File: src/link_bank_pkg.sv
// package with register map, error codes, types and timing for the link status bank
package link_bank_pkg;

  // ---------------------------------------------------------------
  // register byte offsets (two channels, channel 2 at +0x40)
  // ---------------------------------------------------------------
  localparam logic [11:0] ch_stride = 12'h040;
  localparam logic [11:0] off_flags = 12'h000;
  localparam logic [11:0] off_control = 12'h004;
  localparam logic [11:0] off_error_code = 12'h008;
  localparam logic [11:0] off_format = 12'h00c;
  localparam logic [11:0] off_station = 12'h010;
  localparam logic [11:0] off_head = 12'h014;
  localparam logic [11:0] off_count = 12'h018;
  localparam logic [11:0] off_timeout = 12'h01c;
  localparam logic [11:0] off_regs_used = 12'h020;
  localparam logic [11:0] off_retain = 12'h080;

  // ---------------------------------------------------------------
  // flag register bit positions
  // ---------------------------------------------------------------
  localparam int bit_link_error = 0;
  localparam int bit_global = 1;
  localparam int bit_busy = 2;
  localparam int bit_od_error = 3;
  localparam int bit_unit_select = 4;
  // control register: bit 0 unit select, bit 1 send request (write 1), bit 2 clear on-demand error (write 1)
  localparam int bit_ctl_unit = 0;
  localparam int bit_ctl_send = 1;
  localparam int bit_ctl_clr_od = 2;

  // ---------------------------------------------------------------
  // error codes per channel, decimal figures written as bcd words
  // ---------------------------------------------------------------
  localparam logic [15:0] code_frame_ch1 = 16'h6301;
  localparam logic [15:0] code_command_ch1 = 16'h6305;
  localparam logic [15:0] code_timeout_ch1 = 16'h6306;
  localparam logic [15:0] code_frame_ch2 = 16'h3801;
  localparam logic [15:0] code_command_ch2 = 16'h3805;
  localparam logic [15:0] code_timeout_ch2 = 16'h3806;
  localparam logic [7:0] broadcast_station = 8'hff;

  // ---------------------------------------------------------------
  // reset values and timing
  // ---------------------------------------------------------------
  localparam logic [15:0] word_reset = 16'h0000;
  localparam logic [15:0] od_count_max = 16'h0100;
  localparam int tick_time_us = 10;
  localparam int clk_rate_mhz = 25;
  localparam int tick_cycles = tick_time_us * clk_rate_mhz;
  localparam logic [15:0] tick_cycles_w = 16'(tick_cycles);

  // link-side events for one channel, reported by the framing logic
  typedef struct packed {
    logic frame_fault;
    logic cmd_valid;
    logic [7:0] cmd_station;
    logic cmd_is_global_write;
    logic global_value;
    logic rx_active;
    logic msg_done;
  } link_event_t;

  // on-demand sender handshake for one channel
  typedef struct packed {
    logic start;
    logic unit_byte;
    logic [15:0] head;
    logic [15:0] regs;
  } od_request_t;

  typedef enum logic [1:0] {
    od_idle = 2'b00,
    od_send = 2'b01
  } od_state_t;

endpackage

File: src/link_status_error_bank.sv
// apb register bank holding link status, error codes and settings of a two-channel link responder
`timescale 1ns/10ps
`default_nettype none

// Summary of operation
// channel 1 bad message sets channel 1 link error flag
// channel 2 bad message sets channel 2 link error flag
// setting a link error flag writes its code into the channel error word
// parity, overrun or framing fault records 6301 or 3801
// broadcast station ff with a non global write records 6305 or 3805
// reception timeout restarts the sequence and records 6306 or 3806
// error codes survive error resets, cleared only on stop to run
// global write sets or clears the read-only global flag
// busy flag stays high while on-demand data is sent
// invalid on-demand count sets the on-demand error flag
// unit select set means byte units, clear means word units
// read/write station number word per channel
// read/write on-demand head and quantity words per channel
// read/write timeout time word per channel
// read/write communication format word per channel
// read/write setting retention bit keeps format and station
// link error flag stays set until stop to run
// global flag forced off on power-down or change to stop
// on-demand send refused while on-demand error flag is set
// byte mode packs two items per register, rounding up
// reset clears flags and codes before reception is enabled
module link_status_error_bank (
  input wire logic pclk,
  input wire logic presetn,
  input wire logic psel,
  input wire logic penable,
  input wire logic pwrite,
  input wire logic [11:0] paddr,
  input wire logic [31:0] pwdata,
  output logic [31:0] prdata,
  output logic pready,
  output logic pslverr,
  input wire logic run_mode,
  input wire logic power_down,
  input wire link_bank_pkg::link_event_t [1:0] link_event,
  output logic [1:0] rx_enable,
  output logic [1:0] rx_restart,
  output link_bank_pkg::od_request_t [1:0] od_request,
  input wire logic [1:0] od_done,
  output logic [1:0] retain_settings
);

  // ---------------------------------------------------------------
  // bus decode and mode tracking
  // ---------------------------------------------------------------
  logic wr_en;
  logic [11:0] ch_addr;
  logic ch_sel;
  logic ch_hit;
  logic run_reg;
  logic stop_to_run;
  logic to_stop;
  logic ready_reg;
  logic retain_reg;
  logic [15:0] tick_reg;
  logic tick;

  assign pready = 1'b1;
  assign wr_en = psel && penable && pwrite;
  assign ch_sel = paddr[6];
  assign ch_addr = paddr & ~link_bank_pkg::ch_stride;
  assign ch_hit = (paddr < (link_bank_pkg::ch_stride << 1)) && (ch_addr < link_bank_pkg::off_regs_used);
  assign pslverr = psel && penable && !ch_hit && (paddr != link_bank_pkg::off_retain);
  assign stop_to_run = run_mode && !run_reg;
  assign to_stop = !run_mode && run_reg;
  assign tick = (tick_reg == link_bank_pkg::tick_cycles_w - 16'h0001);
  assign rx_enable = {ready_reg, ready_reg};
  assign retain_settings = {retain_reg, retain_reg};

  // previous mode for edge detection
  always_ff @(posedge pclk or negedge presetn) begin
    if (!presetn) begin
      run_reg <= 1'b0;
    end else begin
      run_reg <= run_mode;
    end
  end

  // reception enabled one cycle after clear
  always_ff @(posedge pclk or negedge presetn) begin
    if (!presetn) begin
      ready_reg <= 1'b0;
    end else begin
      ready_reg <= 1'b1;
    end
  end

  // free running prescaler giving the timeout time base
  always_ff @(posedge pclk or negedge presetn) begin
    if (!presetn) begin
      tick_reg <= link_bank_pkg::word_reset;
    end else if (tick) begin
      tick_reg <= link_bank_pkg::word_reset;
    end else begin
      tick_reg <= tick_reg + 16'h0001;
    end
  end

  // retention bit, software owned
  always_ff @(posedge pclk or negedge presetn) begin
    if (!presetn) begin
      retain_reg <= 1'b0;
    end else if (wr_en && paddr == link_bank_pkg::off_retain) begin
      retain_reg <= pwdata[0];
    end
  end

  // ---------------------------------------------------------------
  // per-channel state
  // ---------------------------------------------------------------
  logic [1:0] link_err_reg;
  logic [1:0] global_reg;
  logic [1:0] busy_reg;
  logic [1:0] od_err_reg;
  logic [1:0] unit_reg;
  logic [15:0] code_reg [2];
  logic [15:0] format_reg [2];
  logic [15:0] station_reg [2];
  logic [15:0] head_reg [2];
  logic [15:0] count_reg [2];
  logic [15:0] timeout_reg [2];
  logic [15:0] wait_reg [2];
  logic [31:0] rd_ch [2];

  genvar c;
  generate
    for (c = 0; c < 2; c++) begin : g_ch
      logic sel;
      logic wr;
      logic bad_cmd;
      logic time_out;
      logic fault;
      logic [15:0] code_next;
      logic [15:0] regs_next;
      logic send_req;
      logic clr_od;
      logic count_bad;

      assign sel = (ch_sel == 1'(c)) && ch_hit;
      assign wr = wr_en && sel;
      // broadcast station with anything but a global write
      assign bad_cmd = link_event[c].cmd_valid && link_event[c].cmd_station == link_bank_pkg::broadcast_station
                       && !link_event[c].cmd_is_global_write;
      // timeout counted in ticks while a message is partly received
      assign time_out = link_event[c].rx_active && timeout_reg[c] != link_bank_pkg::word_reset
                        && wait_reg[c] >= timeout_reg[c];
      assign fault = link_event[c].frame_fault || bad_cmd || time_out;
      assign rx_restart[c] = time_out;
      assign send_req = wr && ch_addr == link_bank_pkg::off_control && pwdata[link_bank_pkg::bit_ctl_send];
      assign clr_od = wr && ch_addr == link_bank_pkg::off_control && pwdata[link_bank_pkg::bit_ctl_clr_od];
      // zero or oversized quantity is invalid
      assign count_bad = count_reg[c] == link_bank_pkg::word_reset || count_reg[c] > link_bank_pkg::od_count_max;
      // byte units: two per register, rounded up; word units: one each
      assign regs_next = unit_reg[c] ? ((count_reg[c] + 16'h0001) >> 1) : count_reg[c];

      // lowest code wins when several faults coincide
      always_comb begin
        code_next = code_reg[c];
        if (link_event[c].frame_fault) begin
          // framing class code
          code_next = c ? link_bank_pkg::code_frame_ch2 : link_bank_pkg::code_frame_ch1;
        end else if (bad_cmd) begin
          code_next = c ? link_bank_pkg::code_command_ch2 : link_bank_pkg::code_command_ch1;
        end else if (time_out) begin
          code_next = c ? link_bank_pkg::code_timeout_ch2 : link_bank_pkg::code_timeout_ch1;
        end
      end

      // reception watchdog, restarted at the end of each message
      always_ff @(posedge pclk or negedge presetn) begin
        if (!presetn) begin
          wait_reg[c] <= link_bank_pkg::word_reset;
        end else if (!link_event[c].rx_active || link_event[c].msg_done || time_out) begin
          wait_reg[c] <= link_bank_pkg::word_reset;
        end else if (tick && wait_reg[c] != 16'hffff) begin
          wait_reg[c] <= wait_reg[c] + 16'h0001;
        end
      end

      // sticky link error, a new fault wins over the clear
      always_ff @(posedge pclk or negedge presetn) begin
        if (!presetn) begin
          link_err_reg[c] <= 1'b0;
        end else if (fault) begin
          link_err_reg[c] <= 1'b1;
        end else if (stop_to_run) begin
          link_err_reg[c] <= 1'b0;
        end
      end

      // code stored with the flag, cleared only on stop to run
      always_ff @(posedge pclk or negedge presetn) begin
        if (!presetn) begin
          code_reg[c] <= link_bank_pkg::word_reset;
        end else if (fault) begin
          code_reg[c] <= code_next;
        end else if (stop_to_run) begin
          code_reg[c] <= link_bank_pkg::word_reset;
        end
      end

      // global flag follows the command, forced off at stop
      always_ff @(posedge pclk or negedge presetn) begin
        if (!presetn) begin
          global_reg[c] <= 1'b0;
        end else if (power_down || to_stop) begin
          global_reg[c] <= 1'b0;
        end else if (link_event[c].cmd_valid && link_event[c].cmd_is_global_write) begin
          global_reg[c] <= link_event[c].global_value;
        end
      end

      // busy from accepted request until sender reports done
      always_ff @(posedge pclk or negedge presetn) begin
        if (!presetn) begin
          busy_reg[c] <= 1'b0;
        end else if (busy_reg[c] && od_done[c]) begin
          busy_reg[c] <= 1'b0;
        end else if (send_req && !busy_reg[c] && !od_err_reg[c] && !count_bad) begin
          busy_reg[c] <= 1'b1;
        end
      end

      // on-demand error set by a bad request, set beats software clear
      always_ff @(posedge pclk or negedge presetn) begin
        if (!presetn) begin
          od_err_reg[c] <= 1'b0;
        end else if (send_req && !busy_reg[c] && count_bad) begin
          od_err_reg[c] <= 1'b1;
        end else if (clr_od) begin
          od_err_reg[c] <= 1'b0;
        end
      end

      // software setting words
      always_ff @(posedge pclk or negedge presetn) begin
        if (!presetn) begin
          unit_reg[c] <= 1'b0;
          format_reg[c] <= link_bank_pkg::word_reset;
          station_reg[c] <= link_bank_pkg::word_reset;
          head_reg[c] <= link_bank_pkg::word_reset;
          count_reg[c] <= link_bank_pkg::word_reset;
          timeout_reg[c] <= link_bank_pkg::word_reset;
        end else if (wr) begin
          case (ch_addr)
            link_bank_pkg::off_control: unit_reg[c] <= pwdata[link_bank_pkg::bit_ctl_unit];
            link_bank_pkg::off_format: format_reg[c] <= pwdata[15:0];
            link_bank_pkg::off_station: station_reg[c] <= pwdata[15:0];
            link_bank_pkg::off_head: head_reg[c] <= pwdata[15:0];
            link_bank_pkg::off_count: count_reg[c] <= pwdata[15:0];
            link_bank_pkg::off_timeout: timeout_reg[c] <= pwdata[15:0];
            default: unit_reg[c] <= unit_reg[c];
          endcase
        end
      end

      // request to the sender, registered data
      always_ff @(posedge pclk or negedge presetn) begin
        if (!presetn) begin
          od_request[c] <= '0;
        end else begin
          od_request[c].start <= send_req && !busy_reg[c] && !od_err_reg[c] && !count_bad;
          od_request[c].unit_byte <= unit_reg[c];
          od_request[c].head <= head_reg[c];
          od_request[c].regs <= regs_next;
        end
      end

      // read mux for this channel
      always_comb begin
        rd_ch[c] = 32'h0000_0000;
        case (ch_addr)
          link_bank_pkg::off_flags: begin
            rd_ch[c][link_bank_pkg::bit_link_error] = link_err_reg[c];
            rd_ch[c][link_bank_pkg::bit_global] = global_reg[c];
            rd_ch[c][link_bank_pkg::bit_busy] = busy_reg[c];
            rd_ch[c][link_bank_pkg::bit_od_error] = od_err_reg[c];
            rd_ch[c][link_bank_pkg::bit_unit_select] = unit_reg[c];
          end
          link_bank_pkg::off_control: rd_ch[c][link_bank_pkg::bit_ctl_unit] = unit_reg[c];
          link_bank_pkg::off_error_code: rd_ch[c][15:0] = code_reg[c];
          link_bank_pkg::off_format: rd_ch[c][15:0] = format_reg[c];
          link_bank_pkg::off_station: rd_ch[c][15:0] = station_reg[c];
          link_bank_pkg::off_head: rd_ch[c][15:0] = head_reg[c];
          link_bank_pkg::off_count: rd_ch[c][15:0] = count_reg[c];
          link_bank_pkg::off_timeout: rd_ch[c][15:0] = timeout_reg[c];
          default: rd_ch[c] = 32'h0000_0000;
        endcase
      end
    end
  endgenerate

  // ---------------------------------------------------------------
  // read data register, loaded in the setup cycle so it is valid in access
  // ---------------------------------------------------------------
  always_ff @(posedge pclk or negedge presetn) begin
    if (!presetn) begin
      prdata <= 32'h0000_0000;
    end else if (psel && !penable && !pwrite) begin
      if (paddr == link_bank_pkg::off_retain) begin
        prdata <= {31'h0000_0000, retain_reg};
      end else if (ch_hit) begin
        prdata <= rd_ch[ch_sel];
      end else begin
        prdata <= 32'h0000_0000;
      end
    end
  end

endmodule
`default_nettype wire

File: config.mk
export PLATFORM = sky130hd
export DESIGN_NAME = link_status_error_bank
export DESIGN_NICKNAME = d
export VERILOG_FILES = /design/src/link_bank_pkg.sv /design/src/link_status_error_bank.sv
export SDC_FILE = /design/constraint.sdc
export NUM_CORES = 1
export LEC_CHECK = 0
export BUFFER_PORTS_ARGS = -buffer_cell sky130_fd_sc_hd__clkbuf_2
export CORE_MARGIN = 2
export CORE_UTILIZATION = 55
export CTS_BUF_LIST = sky130_fd_sc_hd__clkbuf_2
export DETAILED_ROUTE_END_ITERATION = 6
export GPL_ROUTABILITY_DRIVEN = 0
export HOLD_SLACK_MARGIN = 0.03
export PLACE_DENSITY = 0.75
export SLEW_MARGIN = 20
export SYNTH_ARGS = -nofsm -noshare
export SYNTH_HDL_FRONTEND = slang
export SYNTH_SLANG_ARGS = --single-unit
File: constraint.sdc
create_clock -name pclk -period 3.1 [get_ports pclk]
set_clock_uncertainty 0.1 [all_clocks]
set_input_delay 0.465 -clock pclk [delete_from_list [all_inputs] [get_ports pclk]]
set_output_delay 0.465 -clock pclk [all_outputs]
set_load 0.02 [all_outputs]
# Yosys cells after proc, flatten, opt, wreduce, memory -nomap -nowiden
# Index checks and enable logic that the tools add are counted.
dict set report totals {
  regBits 353
  elab_cells 206
}
dict set report op_classes {
  addsub 5
  n_lt_le_gt_ge 7
  eq_ne 16
  muxes 42
  n_bitwise 2
  reduce_logical 97
}
# op n
set op_table {}
lappend op_table {{two-way mux 16 bit} 17}
lappend op_table {{one-hot mux 11 bit (6 select lines)} 2}
lappend op_table {{two-way mux 32 bit} 4}
lappend op_table {{adder 16 x 1 -> 16 bit (second input constant)} 5}
lappend op_table {{one-hot mux 4 bit (7 select lines)} 2}
lappend op_table {{== test 11 x 5 -> 1 bit (second input constant)} 4}
lappend op_table {{logical AND 1 bit} 42}
lappend op_table {{>= comparator 16 bit} 2}
lappend op_table {{> comparator 16 x 9 -> 1 bit (second input constant)} 2}
lappend op_table {{logical NOT 16 bit} 2}
lappend op_table {{inequality test 16 bit (second input constant)} 2}
lappend op_table {{nonzero test 16 bit} 2}
lappend op_table {{AND reduction 2 bit} 14}
lappend op_table {{== test 11 x 4 -> 1 bit (second input constant)} 2}
lappend op_table {{nonzero test 2 bit} 10}
lappend op_table {{== test 16 x 8 -> 1 bit (second input constant)} 1}
lappend op_table {{== test 8 bit (second input constant)} 2}
lappend op_table {{one-hot mux 1 bit (8 select lines)} 2}
lappend op_table {{logical NOT 1 bit} 15}
lappend op_table {{two-way mux 1 bit} 15}
lappend op_table {{== test 12 x 8 -> 1 bit (second input constant)} 1}
lappend op_table {{logical NOT 12 bit} 1}
lappend op_table {{less-than comparator 12 x 6 -> 1 bit (second input constant)} 1}
lappend op_table {{less-than comparator 12 x 8 -> 1 bit (second input constant)} 1}
lappend op_table {{7 further kinds} 18}

# Longest topological paths before layout
# Gate-level depths: netlist of run 1.
dict set report depth {
  depth_word 11
  depth_mapped 9
}

# Least setup slack after synthesis of run 1
# No wires, ideal clock.
dict set report synth_path {
  kind {register -> output}
  start {reg wait_reg[0] (netlist name)}
  end {out rx_restart[1]}
  arrival_time_ns 2.113
  path_slack_ns 0.422
  stages_incl_launch_ff 10
  path_buffers 2
  path_cell_list {dfrtp_1 -> inv_1 -> ha_1 -> nand2b_1 -> a2111o_1 -> a311oi_1 -> o41ai_1 -> clkbuf_1 -> nor2b_1 -> buf_4}
}
dict set report synth_between {
  elab_chain_cells 2
}
# element line_no
set synth_rtl {}
lappend synth_rtl {{start, declared} link_status_error_bank.sv:127} ;# logic [15:0] wait_reg [2];
lappend synth_rtl {{start signal, assigned by index} link_status_error_bank.sv:177} ;# wait_reg[c] <= link_bank_pkg::word_reset;
lappend synth_rtl {{start signal, assigned by index} link_status_error_bank.sv:179} ;# wait_reg[c] <= link_bank_pkg::word_reset;
lappend synth_rtl {{start signal, assigned by index} link_status_error_bank.sv:181} ;# wait_reg[c] <= wait_reg[c] + 16'h0001;
lappend synth_rtl {{>= comparator 16 bit} link_status_error_bank.sv:151} ;# && wait_reg[c] >= timeout_reg[c];
lappend synth_rtl {{logical AND 1 bit} link_status_error_bank.sv:151}
lappend synth_rtl {{end, declared} link_status_error_bank.sv:42} ;# output logic [1:0] rx_restart,
# No other way between the ends.

# Worst setup path after layout of run 1
dict set report layout_path {
  start {reg timeout_reg[0] (netlist name)}
  end {out rx_restart[1]}
}
dict set report layout_between {
  elab_chain_cells 3
  elab_cells_between_ends 4
  classes_between {order compare: 1; reduce/logical: 3}
}
# element line_no
set layout_rtl {}
lappend layout_rtl {{start, declared} link_status_error_bank.sv:126} ;# logic [15:0] timeout_reg [2];
lappend layout_rtl {{start signal, assigned by index} link_status_error_bank.sv:248} ;# timeout_reg[c] <= link_bank_pkg::word_reset;
lappend layout_rtl {{start signal, assigned by index} link_status_error_bank.sv:256} ;# link_bank_pkg::off_timeout: timeout_reg[c] <= pwdata[15:0];
lappend layout_rtl {{parallel branches: the longest is 2 deep, another holds >= comparator 16 bit} n/a}
lappend layout_rtl {{logical AND 1 bit *} link_status_error_bank.sv:151}
# Mark *: on every way between the ends.

==> results of run 1 <==
[power by group through the flow]
stage          Clock, W  Sequential (W)  Combinational [W]
2_1_floorplan         0         0.00417           0.000186
3_5_place_dp          0         0.00418           0.000410
5_1_grt         0.00306         0.00410           0.000494
6_report        0.00278         0.00410           0.000462
4_1_cts         0.00284         0.00410           0.000453
3_3_place_gp          0         0.00418           0.000404
[per-layer routing]
metal	wire [µm]	track usage, %
met1	18250	40.71
met2	21150	46.97
met3	4446	7.018
met4	2221	14.37
met5	0	0
[final cells by class]
| cell class | instances | area, µm² | share of cell area (%) |
|---|---|---|---|
| diodes | 1 | 2.502 | 0.01344 |
| clock inverters | 17 | 112.6 | 0.6050 |
| multi-input cells | 973 | 7431 | 39.92 |
| clock buffers | 118 | 590.6 | 3.173 |
| repair buffers | 282 | 1946 | 10.45 |
| well taps | 384 | 480.5 | 2.581 |
| flip-flops and latches | 313 | 7844 | 42.14 |
| inverters | 55 | 206.4 | 1.109 |
[logic make-up (layout without fill, tap and decap cells)]
logic type / Yosys count / in the layout / synth area share, %
compound gates: 269 / 269 / 12.12
buf+inv: 169 / 472 / 5.057
flops: 313 / 313 / 49.54
mux: 188 / 188 / 13.26
simple gates: 408 / 408 / 14.04
fa+ha+maj: 40 / 40 / 3.166
other cells: 2 / 19 / 0.04750
xor+xnor: 50 / 50 / 2.770
[placed cells by master (no fill, tap or decap), drive strengths merged, types with 25 or more instances in the layout]
| master | synthesis | routed |
|---|---|---|
| o21ai | 43 | 43 |
| mux2 | 161 | 161 |
| clkbuf | 66 | 270 |
| nor2 | 75 | 75 |
| inv | 55 | 56 |
| ha | 40 | 40 |
| nand2 | 101 | 101 |
| dlygate4sd3 | 0 | 46 |
| a21oi | 43 | 43 |
| nand4 | 36 | 36 |
| nand3 | 56 | 56 |
| nor4 | 31 | 31 |
| buf | 48 | 84 |
| dfrtp | 313 | 313 |
| a211oi | 25 | 25 |
| mux2i | 26 | 26 |
| xnor2 | 33 | 33 |
[how the worst min path moves through the flow]
stage | startpoint | depth (start not counted) | end | slack (ns)
after floorplan | presetn | 0 | busy_reg[0] | 0.07
after global placement | head_reg[2] | 0 | od_request[52] | 0.29
after detailed placement | head_reg[31] | 0 | od_request[31] | 0.29
after CTS | penable | 4 | prdata[10] | 0.04
after global routing | run_mode | 2 | run_reg | 0.08
final | penable | 4 | prdata[10] | 0.1
[per-stage QoR]
stage	utilization, %	hold slack [ns]	setup slack (ns)
3_5_place_dp	59.88	0.2922	0.2775
4_1_cts	64.31	0.03705	-0.3348
5_1_grt	65.38	0.08338	-0.4184
6_report	65.38	0.09835	-0.3091
2_1_floorplan	-	0.06941	0.4215
3_3_place_gp	59.88	0.2877	0.3200
[timing repair]
action / CTS / global route
buffers inserted: 4 / 19
gates resized for setup: 15 / 31
pin swaps: 5 / 7
endpoints found under the setup margin: 2 / 5
hold endpoints to repair: 474 / 0
hold buffers: 47 / 0
[critical path, stage by stage (launching register included)]
cell and delay (ns):
dfrtp_1 0.46, ha_1 0.30, nand2b_4 0.13, a2111o_1 0.37, a311oi_2 0.22, o41ai_2 0.13, nor2b_4 0.16, buf_8 0.12
==> impl_results.md, run 1 <==
* Overall routing resource usage at 30.33%
* Maximum fanout along the worst path at 2
* PwrDens at between 300 and 400 nW/µm²
* Share of the synthesized area in the top cell type at approximately half
* Leakage at around 8.8 nW
* Initial antenna violation count at 1
* Yosys top cell by area: dfrtp_1
* Largest register by flop count: od_request
* Crit Reg-Reg Endpoint: code_reg[2]
* First-pass GRT wire length at a little over 70000 µm
* Fin. Hold Viols at 0
* Crit path DAT at approximately 2.8 ns
* Worst setup SP type: flop
* Max-Cap Viols at 0
* EDFF count, synth at 0
* Status: finished with violations
* Seq/Total Area, Yosys at roughly half
* CTS tree: yes
* H-Tree Depth at 3
* Worst Setup End Kind: output port
* Hold Crit Class: input port to flop
* Worst Setup SP: timeout_reg[0]
* Top post-synthesis cells by area: dfrtp_1 (50%), mux2_2 (11%), ha_1 (3.2%), nand2_1 (2.4%), xnor2_1 (1.8%)
* Area of the core at roughly 28000 µm²
* Grt total ovfl at 0
* Ys Warns at 0
* Total power at between 0.007 and 0.008 W
* Flop pwr share at 55.8%
* Slew Viols, Final at 0
* Clk slew on worst S/H paths at 0.11 ns
* WL/cell at roughly 21 µm
* Count leader, synth: dfrtp_1
* Vias in the first global route at approximately 13000
* Setup TNS Final at -0.4678 ns
* Ys async rst share at 100.0%
* Worst slew margin at between 30% and 40%
* DIE HEIGHT at roughly 170 µm
* Sw Share at a little over a quarter
* Fill cell total of the finished layout at around 2200
* Inst Count DP at 1938
* Clock power share at between 30% and 40%
* Crit Path Category: flop to output port
* Total clock sinks at 313
* CTS Buf Count at just over 80
* Pre-antenna DRT Iters at 7
* Pint at ~0.0053 W
* Site row count at 62
* Non-Filler Instances at ~2100
* Final period util at 110.0%
* Setup-failing EPs final at 2
* DR DRC count at 0
* Syn Inst Count at about 1400
* Initial DRC Count at between 1000 and 1500
* Seq cells post-synth at ~310
* Crit path capture: rx_restart[1]
* Fmax at slightly below 300 MHz
* Initial Util at around 56%
* Reg2Reg Launch Point: timeout_reg[0]
* Chip Width at 173.5 µm
* Commonest cells in the netlist: dfrtp_1 (313), mux2_2 (161), nand2_1 (100)
* Mapped cell area at roughly 16000 µm²
* Netlist cell types at 80
* Dpl hpwl at about 31000 µm
* Skew-Pair Late Insertion Delay at roughly 0.94 ns
* RSZ-0062 raised after global routing: yes
* Max FFs per register at a little under 70
* Longest Clk Path Bufs at 3
* Detail Route Antenna Nets at 0
* Fin area at ~19000 µm²
* Actual slew at the worst max-slew pin at ~0.95 ns
* Largest net degree at the start of global routing at a little over 70
* Via count at roughly 13000
* WL final at ~46000 µm
* Final net count at ~1800
* Final min period at approximately 3.4 ns
* Critical Path RT at 2.53 ns
* R2R depth at 8
* Layout cells sized above 1 at 33.79%
* Via-to-Cell Ratio at 6.226
* Comb pwr share at under 10%
* Root Driver: clkbuf_2
* # port buffers at roughly 160
* Failing checks: negative setup slack
* Reg2Reg Setup Slack at around 0.12 ns
* Maximum vdd ir drop at slightly above 200 µV
* Ports at ~190
* Area after DPL at ~17000 µm²
* Psw at slightly above 0.002 W
* Final worst slack at -0.3091 ns
* Die area at between 30000 and 40000 µm²
* Area delta synth->final at 17.73%
* Syn avg cell area at ~11 µm²
* Post-synth top flop: dfrtp_1
Note: power is estimated with default switching activity, not from simulation.
==> run 2: changes to the inputs <==
--- a/config.mk
+++ b/config.mk
@@ -12,7 +12,7 @@
 export DETAILED_ROUTE_END_ITERATION = 6
 export GPL_ROUTABILITY_DRIVEN = 0
 export HOLD_SLACK_MARGIN = 0.03
-export PLACE_DENSITY = 0.75
+export PLACE_DENSITY = 0.76
 export SLEW_MARGIN = 20
 export SYNTH_ARGS = -nofsm -noshare
 export SYNTH_HDL_FRONTEND = slang
==> impl_results.md, run 2 (synthesis gave the netlist of run 1 again) <==
* Status: finished with violations
* Failing checks: design-rule violations, negative setup slack
* DR DRC count at 5
* Pre-antenna DRT Iters at 7
* Detail Route Antenna Nets at 0
* Pint at about 0.0053 W
* RSZ-0062 raised after global routing: yes
* Dpl hpwl at around 31000 µm
* Crit path DAT at 2.84 ns
* Flop pwr share at between 50% and 60%
* Root Driver: clkbuf_2
* Final worst slack at -0.3030 ns
* First-pass GRT wire length at 71970 µm
* CTS Buf Count at 81
* Final min period at 3.403 ns
* Chip Width at ~170 µm
* Fin util at between 60% and 70%
* Initial Util at 55.53%
* Final period util at 109.8%
* CTS tree: yes
* Psw at between 0.002 and 0.0025 W
* Grt total ovfl at 0
* Skew-Pair Late Insertion Delay at around 0.87 ns
* Leakage at 8.825 nW
* Actual slew at the worst max-slew pin at approximately 0.96 ns
* Total clock sinks at between 300 and 400
* DIE HEIGHT at between 150 and 200 µm
* Inst Count DP at roughly 1900
* Initial DRC Count at ~1500
* Vias in the first global route at 13140
* Fill cell total of the finished layout at roughly 2200
* Worst hold slack at 0.07643 ns
* WL final at 47040 µm
* Area of the core at roughly 28000 µm²
* Max-Cap Viols at 0
* Fin. Hold Viols at 0
* Critical Path RT at between 2 and 3 ns
* Setup-failing EPs final at 2
* Slew Viols, Final at 0
* Area delta synth->final at 17.97%
* Largest register by flop count: od_request
* Maximum vdd ir drop at around 240 µV
* Initial antenna violation count at 1
* Via count at between 10000 and 15000
* Via-to-Cell Ratio at 6.221
* Comb pwr share at roughly 6.2%
* Maximum fanout along the worst path at 2
* Clock power share at between 30% and 40%
* Sw Share at between 20 and 30%
* Ports at about 190
* PwrDens at 390.3 nW/µm²
* Crit Path Category: flop to output port
* Commonest non-fill, non-tap cell in the layout: dfrtp_1
* Dpl ws at ~0.35 ns
* Layout cells sized above 1 at 34.72%
* Worst slew margin at between 30% and 40%
* H-Tree Depth at 3
* Overall routing resource usage at a little under a third
* Fmax at approximately 290 MHz
* Most frequent cells in the layout: dfrtp_1 (300), clkbuf_2 (262), mux2_2 (161), nand2_1 (100), buf_4 (85)
* Die area at 30120 µm²
* Site row count at 62
* Clk slew on worst S/H paths at approximately 0.090 ns
* Max FFs per register at 68
* Largest net degree at the start of global routing at 100
* Final net count at 1829
* WL/cell at between 20 and 25 µm
* Worst Setup End Kind: output port
* Hold Crit Class: input port to flop
* Worst setup SP type: flop
* Non-Filler Instances at ~2100
* Longest Clk Path Bufs at 3
* # port buffers at approximately 160
run 2: cell count changes in the layout (fill, tap and decap cells not counted), moves of 7 or more:
cell           before  now
clkbuf_2          270  262
dlygate4sd3_1      46   38
buf_4              75   85
inv_1              52   45
clkinv_1            9   19
inv_2               3   11
run 2: cell type report:
type	count	area, µm²	share of cell area [%]
tap	384	480.5	2.576
clock inverter	25	125.1	0.6708
clock buffer	110	550.5	2.952
sequential	313	7849	42.08
inverter	55	206.4	1.107
timing repair buffer	284	1949	10.45
multi-input combinational	973	7488	40.15
antenna	1	2.502	0.01342
run 2: worst paths after layout:
check	start	endpoint	slack, ns	depth (start not counted)
max in group asynchronous	presetn	timeout_reg[22]	1.93	3
hold reg to reg	head_reg[2]	od_request[52]	0.28	0
hold / removal	pwrite	prdata[1]	0.08	4
setup reg to reg	timeout_reg[0]	code_reg[2]	0.15	8
setup / recovery	timeout_reg[0]	rx_restart[1]	-0.30	7
min in group asynchronous	presetn	format_reg[1]	0.12	2
run 2: layer usage:
metal | global-route usage, % | routed length, µm | vias to the layer above
li1 | - | - | 5822
met1 | 40.75 | 18450 | 6522
met2 | 47.52 | 21300 | 806
met3 | 6.447 | 4614 | 193
met4 | 16.31 | 2680 | 0
met5 | 0 | 0 | -
run 2: repair_timing:
action,CTS,global route
endpoints found under the setup margin,2,4
hold buffers,38,0
pin swaps,15,10
gates resized for setup,40,23
endpoints found under the hold margin,247,0
setup buffers,21,15
run 2: critical path, cell delays in order, from the launching register on:
cell	delay, ns
dfrtp_1	0.44
ha_1	0.30
nand2b_4	0.14
a2111o_1	0.36
a311oi_2	0.33
o41ai_4	0.11
nor2b_4	0.17
buf_8	0.13
run 2: metrics by stage:
step           TNS, ns  cell area [µm²]  total power (W)
6_report       -0.5134            18650         0.007280
3_3_place_gp         0            17060         0.004579
5_1_grt        -0.6645            18650         0.007560
3_5_place_dp         0            17060         0.004585
4_1_cts        -0.4352            18470         0.007293
2_1_floorplan        0            15870         0.004360
run 2: power groups by stage:
stage          registers, W  logic, W  clock network (W)
6_report            0.00410  0.000454            0.00273
5_1_grt             0.00410  0.000482            0.00298
4_1_cts             0.00410  0.000441            0.00275
3_5_place_dp        0.00418  0.000408                  0
3_3_place_gp        0.00418  0.000402                  0
2_1_floorplan       0.00417  0.000186                  0
==> run 3: changes to the inputs <==
--- a/config.mk
+++ b/config.mk
@@ -12,7 +12,7 @@
 export DETAILED_ROUTE_END_ITERATION = 6
 export GPL_ROUTABILITY_DRIVEN = 0
 export HOLD_SLACK_MARGIN = 0.03
-export PLACE_DENSITY = 0.76
+export PLACE_DENSITY = 0.85
 export SLEW_MARGIN = 20
 export SYNTH_ARGS = -nofsm -noshare
 export SYNTH_HDL_FRONTEND = slang
==> impl_results.md, run 3 (synthesis gave the netlist of run 1 again) <==
* Status: finished with violations
* Failing checks: negative setup slack
* Hold Crit Class: input port to flop
* Fill cell total of the finished layout at ~2100
* Final net count at 1827
* Ports at about 190
* Chip Width at about 170 µm
* Longest Clk Path Bufs at 3
* WL final at around 48000 µm
* Met2 GRT Util at about half
* Setup-failing EPs final at 2
* Worst hold stages at 4
* Slowest stage delay, CP at 0.46 ns
* # port buffers at 155
* Largest register by flop count: od_request
* CTS Buf Count at 80
* Worst slew margin at 36.19%
* Maximum fanout along the worst path at 2
* Final min period at between 3 and 4 ns
* Area delta synth->final at 17.96%
* Die area at 30120 µm²
* Root Driver: clkbuf_2
* Buffers & Inverters on Critical Path at 2
* Leakage at between 8 and 9 nW
* Fmax at around 280 MHz
* R2R depth at 8
* GR Util met3 at 9.145%
* Total power at 0.007441 W
* Setup TNS Final at -0.6633 ns
* Initial DRC Count at ~1700
* Via-to-Cell Ratio at ~6.3
* DIE HEIGHT at between 150 and 200 µm
* First-pass GRT wire length at about 74000 µm
* Global route hottest layer: met2
* Total clock sinks at 313
* Dpl ws at approximately 0.25 ns
* WL/cell at roughly 22 µm
* Area of the core at 28470 µm²
* Skew-Pair Late Insertion Delay at about 0.94 ns
* Worst setup SP type: flop
* Actual slew at the worst max-slew pin at roughly 0.95 ns
* Initial antenna violation count at 1
* Most frequent cells in the layout: dfrtp_1 (305), clkbuf_2 (257), mux2_2 (161), nand2_1 (100), buf_4 (74)
* Detail Route Antenna Nets at 0
* Max FFs per register at between 60 and 70
* Grt total ovfl at 0
* Fin. Hold Viols at 0
* Max-Cap Viols at 0
* CTS tree: yes
* Site row count at a little over 60
* Final period util at 113.3%
* Largest net degree at the start of global routing at 85
* Slew Viols, Final at 0
* Dpl hpwl at just over 30000 µm
* Met1 Use GR at 39.02%
* Levels on crit path at 7
* Clk slew on worst S/H paths at roughly 0.11 ns
* Worst Setup End Kind: output port
* CP max-delay cell: a2111o_1
* Storage cell area at just under 8000 µm²
* PwrDens at 399.0 nW/µm²
* RSZ-0062 raised after global routing: yes
* Initial Util at ~56%
* Crit path DAT at between 2 and 3 ns
* CP Cell Sequence: inv_2, ha_1, a2111o_1, a311oi_4, o41ai_4, nor2b_4, buf_8
* Vias in the first global route at about 14000
* Overall routing resource usage at around a third
* H-Tree Depth at 3
* Commonest non-fill, non-tap cell in the layout: dfrtp_1
* Critical Path RT at 2.53 ns
* Layout cells sized above 1 at 32.79%
* DR DRC count at 0
* Worst path top cell family by delay: compound AO/OA/AOI/OAI gates
* Maximum vdd ir drop at approximately 180 µV
* Pre-antenna DRT Iters at 7
* Crit Path Category: flop to output port
* Final worst slack at -0.4113 ns
* Multi-input logic area at 7447 µm²
* Via count at 13580
==> run 3: power by group <==
part | total, W | internal (W) | switching, W
clock network | 0.00288 | 0.00111 | 0.00178
logic | 0.000460 | 0.000141 | 0.000319
registers | 0.00410 | 0.00409 | 0.0000108
==> run 3: cell type report <==
type	instances	share of cell area (%)
sequential	313	42.05
multi-input combinational	973	39.93
timing repair buffer	283	10.43
clock buffer	105	2.818
tap	384	2.576
inverter	55	1.107
clock inverter	34	1.080
antenna	1	0.01342
==> run 3: worst paths after layout <==
| check | startpoint | end | slack, ns |
|---|---|---|---|
| setup / recovery | timeout_reg[1] | rx_restart[1] | -0.41 |
| hold / removal | penable | prdata[5] | 0.09 |
| setup reg to reg | timeout_reg[1] | code_reg[2] | 0.09 |
| hold reg to reg | head_reg[12] | od_request[62] | 0.32 |
| max in group asynchronous | presetn | ready_reg | 1.20 |
| min in group asynchronous | presetn | busy_reg[0] | 0.58 |
==> run 3: metal layers <==
layer / share of wire (%) / wire length [µm]
met5: 0 / 0
met4: 5.8 / 2764
met3: 11 / 5086
met2: 47 / 22130
met1: 37 / 17540
==> run 3: metrics by stage <==
stage / util [%] / instance area, µm² / cells / hold WS, ns
2_1_floorplan: - / 15870 / 1455 / 0.06941
3_3_place_gp: 59.75 / 17010 / 1933 / 0.2925
3_5_place_dp: 59.75 / 17010 / 1933 / 0.2956
4_1_cts: 65.22 / 18570 / 2146 / 0.03928
5_1_grt: 65.51 / 18650 / 2148 / 0.09558
6_report: 65.51 / 18650 / 2148 / 0.09030
==> run 3: repair_timing <==
item	4_1_cts	5_1_grt
hold endpoints to repair	454	0
gates resized for setup	32	12
setup endpoints to repair	2	4
pin swaps	9	2
hold buffers	49	0
setup buffers	25	1
==> run 3: worst min-delay path: cells and delay by family <==
family          cells  cell delay (ns)
compound gates      1             0.07
buf+inv             1             0.10
simple gates        2             0.45
